===== config.mk =====
export PLATFORM = sky130hd
export DESIGN_NAME = driver_status_config_regs
export DESIGN_NICKNAME = d
export VERILOG_FILES = /design/src/pkg/drv_regs_pkg.sv /design/src/rtl/pin_sync.sv /design/src/rtl/driver_status_config_regs.sv
export SDC_FILE = /design/constraint.sdc
export NUM_CORES = 1
export LEC_CHECK = 0
export BUFFER_PORTS_ARGS = -buffer_cell sky130_fd_sc_hd__clkbuf_2
export CAP_MARGIN = 30
export CELL_PAD_IN_SITES_DETAIL_PLACEMENT = 1
export CELL_PAD_IN_SITES_GLOBAL_PLACEMENT = 2
export CORE_ASPECT_RATIO = 1.1
export CORE_UTILIZATION = 28
export CTS_CLUSTER_DIAMETER = 150
export DETAILED_ROUTE_END_ITERATION = 6
export GPL_ROUTABILITY_DRIVEN = 0
export GPL_TIMING_DRIVEN = 0
export HOLD_SLACK_MARGIN = 0.1
export PLACE_DENSITY_LB_ADDON = 0.2
export SLEW_MARGIN = 40
export SYNTH_ARGS = -nofsm -noshare
export SYNTH_HDL_FRONTEND = slang
export SYNTH_SLANG_ARGS = --single-unit
export TNS_END_PERCENT = 50

===== constraint.sdc =====
create_clock -name core_clk -period 2.4 [get_ports core_clk]
set_input_delay 0.12 -clock core_clk [delete_from_list [all_inputs] [get_ports core_clk]]
set_output_delay 0.12 -clock core_clk [all_outputs]
set_load 0.02 [all_outputs]

===== src/pkg/drv_regs_pkg.sv =====
// constants, field positions and carrier types for the driver status/config register bank
package drv_regs_pkg;

	// register addresses
	localparam logic [6:0] ADDR_GLOBAL_FLAGS = 7'h01;
	localparam logic [6:0] ADDR_WRITE_COUNT = 7'h02;
	localparam logic [6:0] ADDR_REPLY_DELAY = 7'h03;
	localparam logic [6:0] ADDR_INPUT_PINS = 7'h06;

	// global flags field positions
	localparam int FAULT_BIT = 1;
	localparam int LOW_SUPPLY_BIT = 2;

	// reply delay field inside its register
	localparam int DELAY_LSB = 8;
	localparam int DELAY_W = 4;
	localparam logic [3:0] DELAY_RESET = 4'h0;
	localparam logic [6:0] DELAY_MIN_BITS = 7'h08;
	localparam logic [3:0] DELAY_MIN_SETTING = 4'h2;

	// input snapshot field positions
	localparam int PIN_ENABLE_BIT = 0;
	localparam int PIN_STANDBY_BIT = 1;
	localparam int PIN_ADDR0_BIT = 2;
	localparam int PIN_ADDR1_BIT = 3;
	localparam int PIN_DIAGNOSTIC_PIN_BIT = 4;
	localparam int PIN_STEPPER_BIT = 5;
	localparam int PIN_SERIAL_BIT = 6;
	localparam int PIN_MODE_BIT = 7;
	localparam int PIN_STEP_BIT = 8;
	localparam int PIN_DIR_BIT = 9;
	localparam int COMP_A_BIT = 10;
	localparam int COMP_B_BIT = 11;
	localparam int VERSION_LSB = 24;

	// arbitrary neutral version code
	localparam logic [7:0] VERSION_DEFAULT = 8'h5A;

	localparam logic [7:0] COUNT_RESET = 8'h00;
	localparam logic [7:0] COUNT_ONE = 8'h01;
	localparam int SYNC_W = 13;

	// asynchronous pin levels, all active high as seen at the pin
	typedef struct packed {
		logic low_supply;
		logic coil_b_comparator;
		logic coil_a_comparator;
		logic dir;
		logic step;
		logic mode;
		logic powerdown_serial_pin;
		logic stepper;
		logic diagnostic_pin;
		logic addr_select_pin1;
		logic addr_select_pin0;
		logic standby_control_pin;
		logic enable;
	} pin_in_t;

	// one decoded register access from the serial engine
	typedef struct packed {
		logic valid;
		logic write;
		logic ok;
		logic [6:0] addr;
		logic [31:0] wdata;
	} reg_access_t;

endpackage : drv_regs_pkg


===== src/rtl/pin_sync.sv =====
// two-flop synchroniser bank for asynchronous pin levels
`timescale 1ns/1ns
module pin_sync #(
	parameter int W = 13
) (
	input wire logic clk,
	input wire logic rst_n,
	input wire logic [W-1:0] async_in,
	output logic [W-1:0] sync_out
);

	// one two-stage chain per bit; first stage feeds only the second
	for (genvar i = 0; i < W; i++) begin : g_bit
		logic meta_q;
		logic stab_q;
		always_ff @(posedge clk or negedge rst_n) begin
			if (!rst_n) begin
				meta_q <= 1'b0;
				stab_q <= 1'b0;
			end else begin
				meta_q <= async_in[i];
				stab_q <= meta_q;
			end
		end
		assign sync_out[i] = stab_q;
	end

endmodule : pin_sync


===== src/rtl/driver_status_config_regs.sv =====
// status, write counter, reply delay and input snapshot registers of the driver
`timescale 1ns/1ns
module driver_status_config_regs #(
	parameter logic [7:0] VERSION_CODE = drv_regs_pkg::VERSION_DEFAULT
) (
	input wire logic core_clk,
	input wire logic arst_n,
	input wire drv_regs_pkg::pin_in_t pins,
	input wire logic overtemp_active,
	input wire logic short_active,
	input wire logic shutdown_event,
	input wire drv_regs_pkg::reg_access_t access,
	output logic [31:0] rd_data,
	output logic rd_valid,
	output logic [6:0] reply_delay_bits,
	output logic power_stage_fault_flag,
	output logic [7:0] write_success_counter
);

	logic rst_meta_q; // reset release chain
	logic rst_n_q; // released reset used by all logic
	drv_regs_pkg::pin_in_t pins_s; // synchronised pin levels
	logic fault_q; // sticky power stage fault
	logic [7:0] count_q; // successful write counter
	logic [3:0] delay_cfg_q; // reply delay setting
	logic [6:0] delay_bits_q; // decoded reply delay in bit times
	logic [31:0] rd_data_q;
	logic rd_valid_q;
	logic conditions_present; // any shutdown cause still active
	logic read_flags; // read of global flags this cycle
	logic write_clear; // write-one-to-clear of fault bit
	logic good_write; // accepted write access
	logic [31:0] snapshot; // assembled input register
	logic [31:0] flags_word; // assembled global flags register
	logic [6:0] delay_bits_d;

	// reset asserts at once, releases two edges later
	always_ff @(posedge core_clk or negedge arst_n) begin
		if (!arst_n) begin
			rst_meta_q <= 1'b0;
			rst_n_q <= 1'b0;
		end else begin
			rst_meta_q <= 1'b1;
			rst_n_q <= rst_meta_q;
		end
	end

	// pins come from outside the clock domain
	pin_sync #(
		.W(drv_regs_pkg::SYNC_W)
	) u_pin_sync (
		.clk(core_clk),
		.rst_n(rst_n_q),
		.async_in(pins),
		.sync_out(pins_s)
	);

	// access qualifiers; a write with bad checksum counts as failed
	assign good_write = access.valid & access.write & access.ok;
	assign read_flags = access.valid & ~access.write & access.ok
		& (access.addr == drv_regs_pkg::ADDR_GLOBAL_FLAGS);
	assign write_clear = good_write & (access.addr == drv_regs_pkg::ADDR_GLOBAL_FLAGS)
		& access.wdata[drv_regs_pkg::FAULT_BIT];
	assign conditions_present = overtemp_active | short_active;

	// sticky fault: set wins over clear, clear refused while a cause remains
	always_ff @(posedge core_clk or negedge rst_n_q) begin
		if (!rst_n_q) begin
			fault_q <= 1'b0;
		end else if (shutdown_event) begin
			fault_q <= 1'b1;
		end else if ((read_flags | write_clear) && !conditions_present) begin
			fault_q <= 1'b0;
		end
	end

	// counts only good writes; reads never touch it
	always_ff @(posedge core_clk or negedge rst_n_q) begin
		if (!rst_n_q) begin
			count_q <= drv_regs_pkg::COUNT_RESET;
		end else if (good_write) begin
			count_q <= count_q + drv_regs_pkg::COUNT_ONE;
		end
	end

	// reply delay setting, writable by a good write
	always_ff @(posedge core_clk or negedge rst_n_q) begin
		if (!rst_n_q) begin
			delay_cfg_q <= drv_regs_pkg::DELAY_RESET;
		end else if (good_write && access.addr == drv_regs_pkg::ADDR_REPLY_DELAY) begin
			delay_cfg_q <= access.wdata[drv_regs_pkg::DELAY_LSB +: drv_regs_pkg::DELAY_W];
		end
	end

	// decode: pairs share an odd multiple of eight, low pair gives the minimum
	always_comb begin
		if (delay_cfg_q < drv_regs_pkg::DELAY_MIN_SETTING) begin
			delay_bits_d = drv_regs_pkg::DELAY_MIN_BITS;
		end else begin
			delay_bits_d = {delay_cfg_q[3:1], 1'b1, 3'b000};
		end
	end

	// registered so the serial engine sees a settled count
	always_ff @(posedge core_clk or negedge rst_n_q) begin
		if (!rst_n_q) begin
			delay_bits_q <= drv_regs_pkg::DELAY_MIN_BITS;
		end else begin
			delay_bits_q <= delay_bits_d;
		end
	end

	// global flags: live supply bit beside the sticky fault
	always_comb begin
		flags_word = '0;
		flags_word[drv_regs_pkg::FAULT_BIT] = fault_q;
		flags_word[drv_regs_pkg::LOW_SUPPLY_BIT] = pins_s.low_supply;
	end

	// input snapshot; reserved bits read zero
	always_comb begin
		snapshot = '0;
		snapshot[drv_regs_pkg::PIN_ENABLE_BIT] = pins_s.enable;
		snapshot[drv_regs_pkg::PIN_STANDBY_BIT] = pins_s.standby_control_pin;
		snapshot[drv_regs_pkg::PIN_ADDR0_BIT] = pins_s.addr_select_pin0;
		snapshot[drv_regs_pkg::PIN_ADDR1_BIT] = pins_s.addr_select_pin1;
		snapshot[drv_regs_pkg::PIN_DIAGNOSTIC_PIN_BIT] = pins_s.diagnostic_pin;
		snapshot[drv_regs_pkg::PIN_STEPPER_BIT] = pins_s.stepper;
		snapshot[drv_regs_pkg::PIN_SERIAL_BIT] = pins_s.powerdown_serial_pin;
		snapshot[drv_regs_pkg::PIN_MODE_BIT] = pins_s.mode;
		snapshot[drv_regs_pkg::PIN_STEP_BIT] = pins_s.step;
		snapshot[drv_regs_pkg::PIN_DIR_BIT] = pins_s.dir;
		snapshot[drv_regs_pkg::COMP_A_BIT] = pins_s.coil_a_comparator;
		snapshot[drv_regs_pkg::COMP_B_BIT] = pins_s.coil_b_comparator;
		snapshot[drv_regs_pkg::VERSION_LSB +: 8] = VERSION_CODE;
	end

	// read mux; flags word is captured before the read clears the fault
	always_ff @(posedge core_clk or negedge rst_n_q) begin
		if (!rst_n_q) begin
			rd_data_q <= '0;
			rd_valid_q <= 1'b0;
		end else begin
			rd_valid_q <= access.valid & ~access.write & access.ok;
			if (access.valid && !access.write && access.ok) begin
				unique case (access.addr)
					drv_regs_pkg::ADDR_GLOBAL_FLAGS: rd_data_q <= flags_word;
					drv_regs_pkg::ADDR_WRITE_COUNT: rd_data_q <= {24'h000000, count_q};
					drv_regs_pkg::ADDR_REPLY_DELAY: begin
						rd_data_q <= '0;
						rd_data_q[drv_regs_pkg::DELAY_LSB +: drv_regs_pkg::DELAY_W] <= delay_cfg_q;
					end
					drv_regs_pkg::ADDR_INPUT_PINS: rd_data_q <= snapshot;
					default: rd_data_q <= '0; // unmapped reads zero
				endcase
			end
		end
	end

	assign rd_data = rd_data_q;
	assign rd_valid = rd_valid_q;
	assign reply_delay_bits = delay_bits_q;
	assign power_stage_fault_flag = fault_q;
	assign write_success_counter = count_q;

endmodule : driver_status_config_regs


==> impl_metrics.env, run 1 <==
export IMPL_cts_htree_levels=3
export IMPL_yosys_area_top_type_share_pct=64.5
export IMPL_totalWireLength_microns=5060
export IMPL_clkTransAtPathRegs_ns=0.06
export IMPL_grt_util_all_layers_pct=13.3
export IMPL_synthCells=171
export IMPL_leakagePower_uw=0.00161
export IMPL_buffer_ports_inserted=61
export IMPL_multiInputGateArea_sq_um=663
export IMPL_detailedRoute_firstIterationViolations=41
export IMPL_floorplan_initialDensity_pct=29.6
export IMPL_library_cell_occupying_the_most_area_in_the_post_synthesis_netlist="sky130_fd_sc_hd__dfrtp_1"
export IMPL_regArea_sq_um=1460
export IMPL_globalRoute_totalOverflow=0
export IMPL_drive_gt1_share_pct=38.0
export IMPL_coreArea_sq_um=7600
export IMPL_tritoncts_num_buffers=9
export IMPL_cts_buffer_depth=2
export IMPL_r2r_start="write_success_counter[0]"
export IMPL_tritoncts="done"
export IMPL_p_per_area_nw_per_um2=742
export IMPL_drtAntennaViolNets=0
export IMPL_grt_first_pass_wirelength_microns=7960
export IMPL_layout_cells_most_common="sky130_fd_sc_hd__clkbuf_2"
export IMPL_power_switching_share_pct=27.4
export IMPL_comb_power_share_pct=15.1
export IMPL_die_area_sq_um=8400
export IMPL_cts_root_buf="sky130_fd_sc_hd__clkbuf_8"
export IMPL_totalPowerFinal_uw=2350
export IMPL_fill_cells=870
export IMPL_report_final_slew_viol_count=0
export IMPL_synth_yosys_seq_area_share_pct=64.5
export IMPL_fin_nets=344
export IMPL_fmax_mhz=829
export IMPL_ir_drop_mv=0.414
export IMPL_worst_endpoint_arrival_ns=1.42
export IMPL_clock_skew_ns=0.00503
export IMPL_critPathRequiredTime_ns=2.61
export IMPL_clkPwrFrac_pct=36.5
export IMPL_die_w_microns=87.5
export IMPL_timing_worst_setup_path_type="flip-flop to flip-flop"
export IMPL_vias=1580
export IMPL_sequentialPowerShare_pct=48.5
export IMPL_critical_path_top_delay_cell="sky130_fd_sc_hd__dfrtp_1"
export IMPL_worst_r2r_cell_count=4
export IMPL_worst_path_buf_inv=0
export IMPL_worst_hold_path_num_cells=4
export IMPL_cell_internal_pwr_uw=1710
export IMPL_regToRegSetupSlack_ns=1.19
export IMPL_timing_hold_worst_endpoint="rd_data[28]"
export IMPL_routedWlPerCell_microns=12.9
export IMPL_status="finished clean"
export IMPL_startpoint_type_of_the_worst_setup_path="flip-flop"
export IMPL_core_rowCount=33
export IMPL_vias_per_cell=4.03
export IMPL_die_height_microns=96.0
export IMPL_final_setup_viol_count=0
export IMPL_switching_component_of_the_power_uw=643
export IMPL_min_setup_slack_post_route_ns=1.19
export IMPL_max_cap_viols=0
export IMPL_drt_drc_violations_left=0
export IMPL_drt_pass1_iterations=4
export IMPL_reg2reg_to="write_success_counter[4]"
export IMPL_antenna_violations_before_repair=0
export IMPL_final_hold_worst_slack_ns=0.133
export IMPL_pin_count=109
export IMPL_diodes_inserted=0
export IMPL_worstHoldPathType="primary input to flip-flop"
export IMPL_grt_pass1_vias=1591
export IMPL_post_dp_hpwl_microns=3740
export IMPL_crit_path_max_fanout=5
export IMPL_synth_seq_cells=58
export IMPL_crit_path_cell_trace="ha_1, and4_1, nand3_1, xnor2_1"
export IMPL_preCtsSetupSlack_ns=1.02
export IMPL_clock_sinks=58
export IMPL_timing_critical_path_to_type="flip-flop"
export IMPL_synth_area_sq_um=2250
export IMPL_grt_setup_unrepaired="no"
export IMPL_period_share_pct=50.3
export IMPL_final_period_minus_worst_setup_slack_ns=1.21
export IMPL_synth_area_top_cells="sky130_fd_sc_hd__dfrtp_1 65%, sky130_fd_sc_hd__buf_4 8.0%, sky130_fd_sc_hd__o31ai_1 4.0%"
export IMPL_largest_net_degree_at_the_start_of_global_routing=37
export IMPL_post_synth_num_cell_types=29
export IMPL_timing_critical_path_max_delay_family="flip-flops"
export IMPL_timing_hold_worst_start="access[38]"
export IMPL_syn_to_final_growth_pct=40.8
export IMPL_final_tns_setup_ns=0
export IMPL_worstSkewPairLatency_ns=0.33
export IMPL_layout_common_cells="61 x sky130_fd_sc_hd__clkbuf_2, 57 x sky130_fd_sc_hd__dfrtp_1, 24 x sky130_fd_sc_hd__buf_4, 21 x sky130_fd_sc_hd__conb_1, 20 x sky130_fd_sc_hd__dlygate4sd3_1"
export IMPL_synthesis_yosys_warnings=0
export IMPL_timing_hold_violations_final=0
export IMPL_critical_path_max_stage_delay_ns=0.43
export IMPL_synthesis_area_per_instance_sq_um=13.2
[kinds of logic (layout without fill, tap and decap cells)]
group | after synthesis | count (layout) | synth area share [%]
AOI/OAI and AO/OA | 22 | 22 | 7.17
xor gates and xnor gates | 7 | 7 | 2.73
adders and majority gates | 1 | 1 | 0.556
buffers and inverters | 31 | 128 | 9.18
DFF | 58 | 58 | 64.5
muxes | 13 | 13 | 6.17
other | 2 | 21 | 0.334
and+or+nand+nor | 37 | 37 | 9.34
[cell usage after synthesis (all sizes together)]
master and number:
a21o 1, a22oi 6, and2b 1, and3 2, and4 1, and4b 1, buf 24, clkbuf 5
conb 2, dfrtp 58, ha 1, inv 2, mux2 7, mux2i 6, nand2 16, nand3 5
nand3b 1, nand4 2, nor2 1, nor2b 2, nor3 3, nor3b 1, nor4 1, o2111ai 1
o21ai 2, o31ai 12, xnor2 3, xor2 4
[per-layer routing]
layer,track usage [%],routed length (microns),part of all wire [%]
met5,0,0,0
met2,20.2,2360,47
met4,8.20,106,2.1
met1,16.3,2240,44
met3,4.29,362,7.2
[worst max-delay path by stage]
| stage | start | endpoint | slack [ns] | cells after the start |
|---|---|---|---|---|
| floorplan | rst_n_q | delay_cfg_q[0] | 0.67 | 0 |
| global placement | rst_n_q | reply_delay_bits[5] | -0.03 | 0 |
| detailed placement | access[35] | delay_cfg_q[3] | 1.02 | 4 |
| CTS | write_success_counter[0] | write_success_counter[4] | 1.17 | 4 |
| global route | write_success_counter[0] | write_success_counter[4] | 1.06 | 4 |
| finish | write_success_counter[0] | write_success_counter[4] | 1.19 | 4 |
[per-stage QoR]
stage	util, %	area (sq um)	cells
finish	41.7	3170	392
global route	41.7	3170	392
CTS	41.7	3170	392
detailed placement	36.6	2780	357
global placement	36.3	2760	356
floorplan	-	2320	190
[worst min-delay path, cell delays in order]
cell	delay, ns
sky130_fd_sc_hd__clkbuf_2	0.10
sky130_fd_sc_hd__nor4_4	0.06
sky130_fd_sc_hd__nand3_1	0.07
sky130_fd_sc_hd__o21ai_0	0.06
[layout make-up]
type                            instances  area share, %
Inverter                                2          0.237
Buffer                                 29           6.28
Tap cell                              105           4.15
Multi-Input combinational cell        101           20.9
Sequential cell                        58           46.0
Clock inverter                          3           1.26
Timing Repair Buffer                   82           16.6
Clock buffer                           12           4.58
[power groups by stage]
stage               combinational (uW)  clock, uW  sequential, uW
floorplan                          150          0            1200
global placement                   310          0            1170
detailed placement                 330          0            1160
CTS                                357        880            1140
global route                       389        928            1150
finish                             354        857            1140
[sequential cells by signal (all words and copies together) (netlist names)]
| name | cells |
|---|---|
| rd_data | 13 |
| u_pin_sync.g_bit.meta_q | 13 |
| u_pin_sync.g_bit.stab_q | 13 |
| write_success_counter | 8 |
| delay_cfg_q | 4 |
| reply_delay_bits | 3 |
| power_stage_fault_flag | 1 |
| rd_valid | 1 |
| rst_meta_q | 1 |
| rst_n_q | 1 |
[repair_timing]
action / CTS / global route
hold buffers: 20 / 0
setup buffers: 0 / 0
endpoints found under the hold margin: 20 / 0
gates resized for setup: 0 / 0
setup endpoints to repair: 0 / 0
Power figures use the tool's default switching activity.
==> run 2: changes to the inputs <==
Settings changed: CORE_UTILIZATION 28 to 25.
Clock period 2.4 ns to 1.1 ns, I/O delays scaled along.
==> run 2 against run 1 <==
  * The run now ends with setup timing left
  * Power up 130%
  * Sequential power up 120%
  * Cell area up 4.5%
==> impl_metrics.env, run 2 (synthesized netlist as in run 1, its figures left out) <==
export IMPL_status="finished, violations left"
export IMPL_violations="setup timing"
export IMPL_timing_critical_path_to_type="flip-flop"
export IMPL_post_dp_hpwl_microns=3640
export IMPL_critical_path_top_delay_cell="sky130_fd_sc_hd__dfrtp_1"
export IMPL_highest_layer="met4"
export IMPL_clkTransAtPathRegs_ns=0.06
export IMPL_timing_worst_setup_path_type="flip-flop to flip-flop"
export IMPL_routedWlPerCell_microns=12.8
export IMPL_clock_skew_ns=0.00818
export IMPL_vias_per_cell=4.03
export IMPL_totalWireLength_microns=5170
export IMPL_syn_to_final_growth_pct=47.1
export IMPL_antenna_violations_before_repair=0
export IMPL_min_setup_slack_post_route_ns=-0.0355
export IMPL_crit_path_cell_trace="ha_2, and4_4, buf_6, xor2_1"
export IMPL_die_height_microns=101
export IMPL_drt_pass1_iterations=5
export IMPL_max_cap_viols=0
export IMPL_core_rowCount=35
export IMPL_final_setup_viol_count=3
export IMPL_worst_endpoint_arrival_ns=1.35
export IMPL_globalRoute_totalOverflow=0
export IMPL_diodes_inserted=0
export IMPL_preCtsSetupSlack_ns=-0.239
export IMPL_leakagePower_uw=0.00165
export IMPL_grt_util_all_layers_pct=11.7
export IMPL_fill_cells=965
export IMPL_coreArea_sq_um=8540
export IMPL_drtAntennaViolNets=0
export IMPL_p_per_area_nw_per_um2=1660
export IMPL_met3_routed_wirelength_microns=316
export IMPL_cts_buffer_depth=2
export IMPL_slew_headroom_pct=51.0
export IMPL_fin_nets=349
export IMPL_period_share_pct=103
export IMPL_fmax_mhz=881
export IMPL_pin_count=109
export IMPL_die_area_sq_um=9380
export IMPL_finalCoreUtilization_pct=38.7
export IMPL_timing_hold_violations_final=0
export IMPL_startpoint_type_of_the_worst_setup_path="flip-flop"
export IMPL_floorplan_initialDensity_pct=26.3
export IMPL_ir_drop_mv=0.714
export IMPL_vias=1625
export IMPL_worstHoldPathType="primary input to flip-flop"
export IMPL_layout_common_cells="57 x sky130_fd_sc_hd__clkbuf_2, 53 x sky130_fd_sc_hd__dfrtp_1, 26 x sky130_fd_sc_hd__buf_4, 21 x sky130_fd_sc_hd__conb_1, 20 x sky130_fd_sc_hd__dlygate4sd3_1"
export IMPL_largest_net_degree_at_the_start_of_global_routing=57
export IMPL_drive_gt1_share_pct=43.8
export IMPL_drt_drc_violations_left=0
export IMPL_detailedRoute_firstIterationViolations=55
export IMPL_tritoncts_num_buffers=9
export IMPL_grt_setup_unrepaired="yes"
export IMPL_layout_cells_most_common="sky130_fd_sc_hd__clkbuf_2"
export IMPL_clock_sinks=58
export IMPL_final_period_minus_worst_setup_slack_ns=1.14
export IMPL_worstSkewPairLatency_ns=0.33
export IMPL_buffer_ports_inserted=61
export IMPL_cts_root_buf="sky130_fd_sc_hd__clkbuf_8"
export IMPL_grt_pass1_vias=1579
export IMPL_wirelength_met1_microns=2320
export IMPL_crit_path_max_fanout=5
export IMPL_met2RoutedLength_microns=2430
export IMPL_grt_first_pass_wirelength_microns=8060
export IMPL_critical_path_max_stage_delay_ns=0.41
export IMPL_tritoncts="done"
export IMPL_critPathRequiredTime_ns=1.31
export IMPL_report_final_slew_viol_count=0
export IMPL_cts_htree_levels=3
export IMPL_tightestPinTransition_ns=0.735
export IMPL_die_w_microns=92.4
==> run 2: changes by cell type in the layout (fill, tap and decap cells not counted), moves of 4 or more <==
| cell | delta |
|---|---|
| sky130_fd_sc_hd__clkbuf_2 | -4 |
| sky130_fd_sc_hd__buf_6 | +7 |
| sky130_fd_sc_hd__dfrtp_2 | +4 |
| sky130_fd_sc_hd__dfrtp_1 | -4 |
==> run 2: path summary, 6_finish.rpt <==
path / start / endpoint / slack [ns] / cells past startpoint
max: write_success_counter[1] / write_success_counter[2] / -0.04 / 4
min: access[38] / rd_data[28] / 0.08 / 4
max reg2reg: write_success_counter[1] / write_success_counter[2] / -0.04 / 4
min reg2reg: u_pin_sync.g_bit[0].meta_q / u_pin_sync.g_bit[0].stab_q / 0.35 / 0
max in group asynchronous: rst_n_q / write_success_counter[2] / 0.16 / 0
min in group asynchronous: rst_n_q / delay_cfg_q[1] / 0.39 / 0
==> run 2: stage by stage <==
| step | power (uW) | cell area (sq um) | cells | setup TNS [ns] | hold WS, ns |
|---|---|---|---|---|---|
| floorplan | 2940 | 2320 | 190 | -0.395 | -0.241 |
| global placement | 3240 | 2770 | 362 | -18.66 | -0.158 |
| detailed placement | 3250 | 2770 | 362 | -3.87 | -0.156 |
| CTS | 5500 | 3230 | 400 | -0.111 | 0.0616 |
| global route | 5780 | 3310 | 403 | -0.311 | 0.117 |
| finish | 5510 | 3310 | 403 | -0.0799 | 0.0756 |
==> run 2: power by group <==
group	switching [uW]	leakage [uW]	internal, uW
Sequential	202	0.000724	2300
Combinational	486	0.000821	515
Clock	785	0.000106	1220
Total	1470	0.00165	4030
==> run 2: what timing repair did <==
item,4_1_cts,5_1_grt
endpoints found under the hold margin,21,0
resized for setup,10,18
setup endpoints to repair,10,15
gates cloned,0,0
pin swaps,0,8
buffers inserted,3,3
hold buffers,20,0
==> run 2: cell type report <==
cell class                 count  area (sq um)  area share (%)
buffer                        29           206            6.24
clock buffer                  13           169            5.11
clock inverter                 2          35.0            1.06
inverter                       2          7.51           0.227
multi-input combinational    101           704            21.3
sequential                    58          1460            44.1
tap                          111           139            4.20
timing repair buffer          87           587            17.7
==> run 2: worst max-delay path: cells and delay by family, from the launching register on <==
kind | cells | cell delay, ns
simple gates | 1 | 0.16
fa+ha+maj | 1 | 0.19
xor+xnor | 1 | 0.14
buf+inv | 1 | 0.11
flops | 1 | 0.41
==> run 2: metal layers <==
metal,vias to the layer above,GRT usage (%)
met5,-,0
met4,0,5.77
met3,10,4.20
met2,54,17.7
met1,785,14.9
li1,776,-
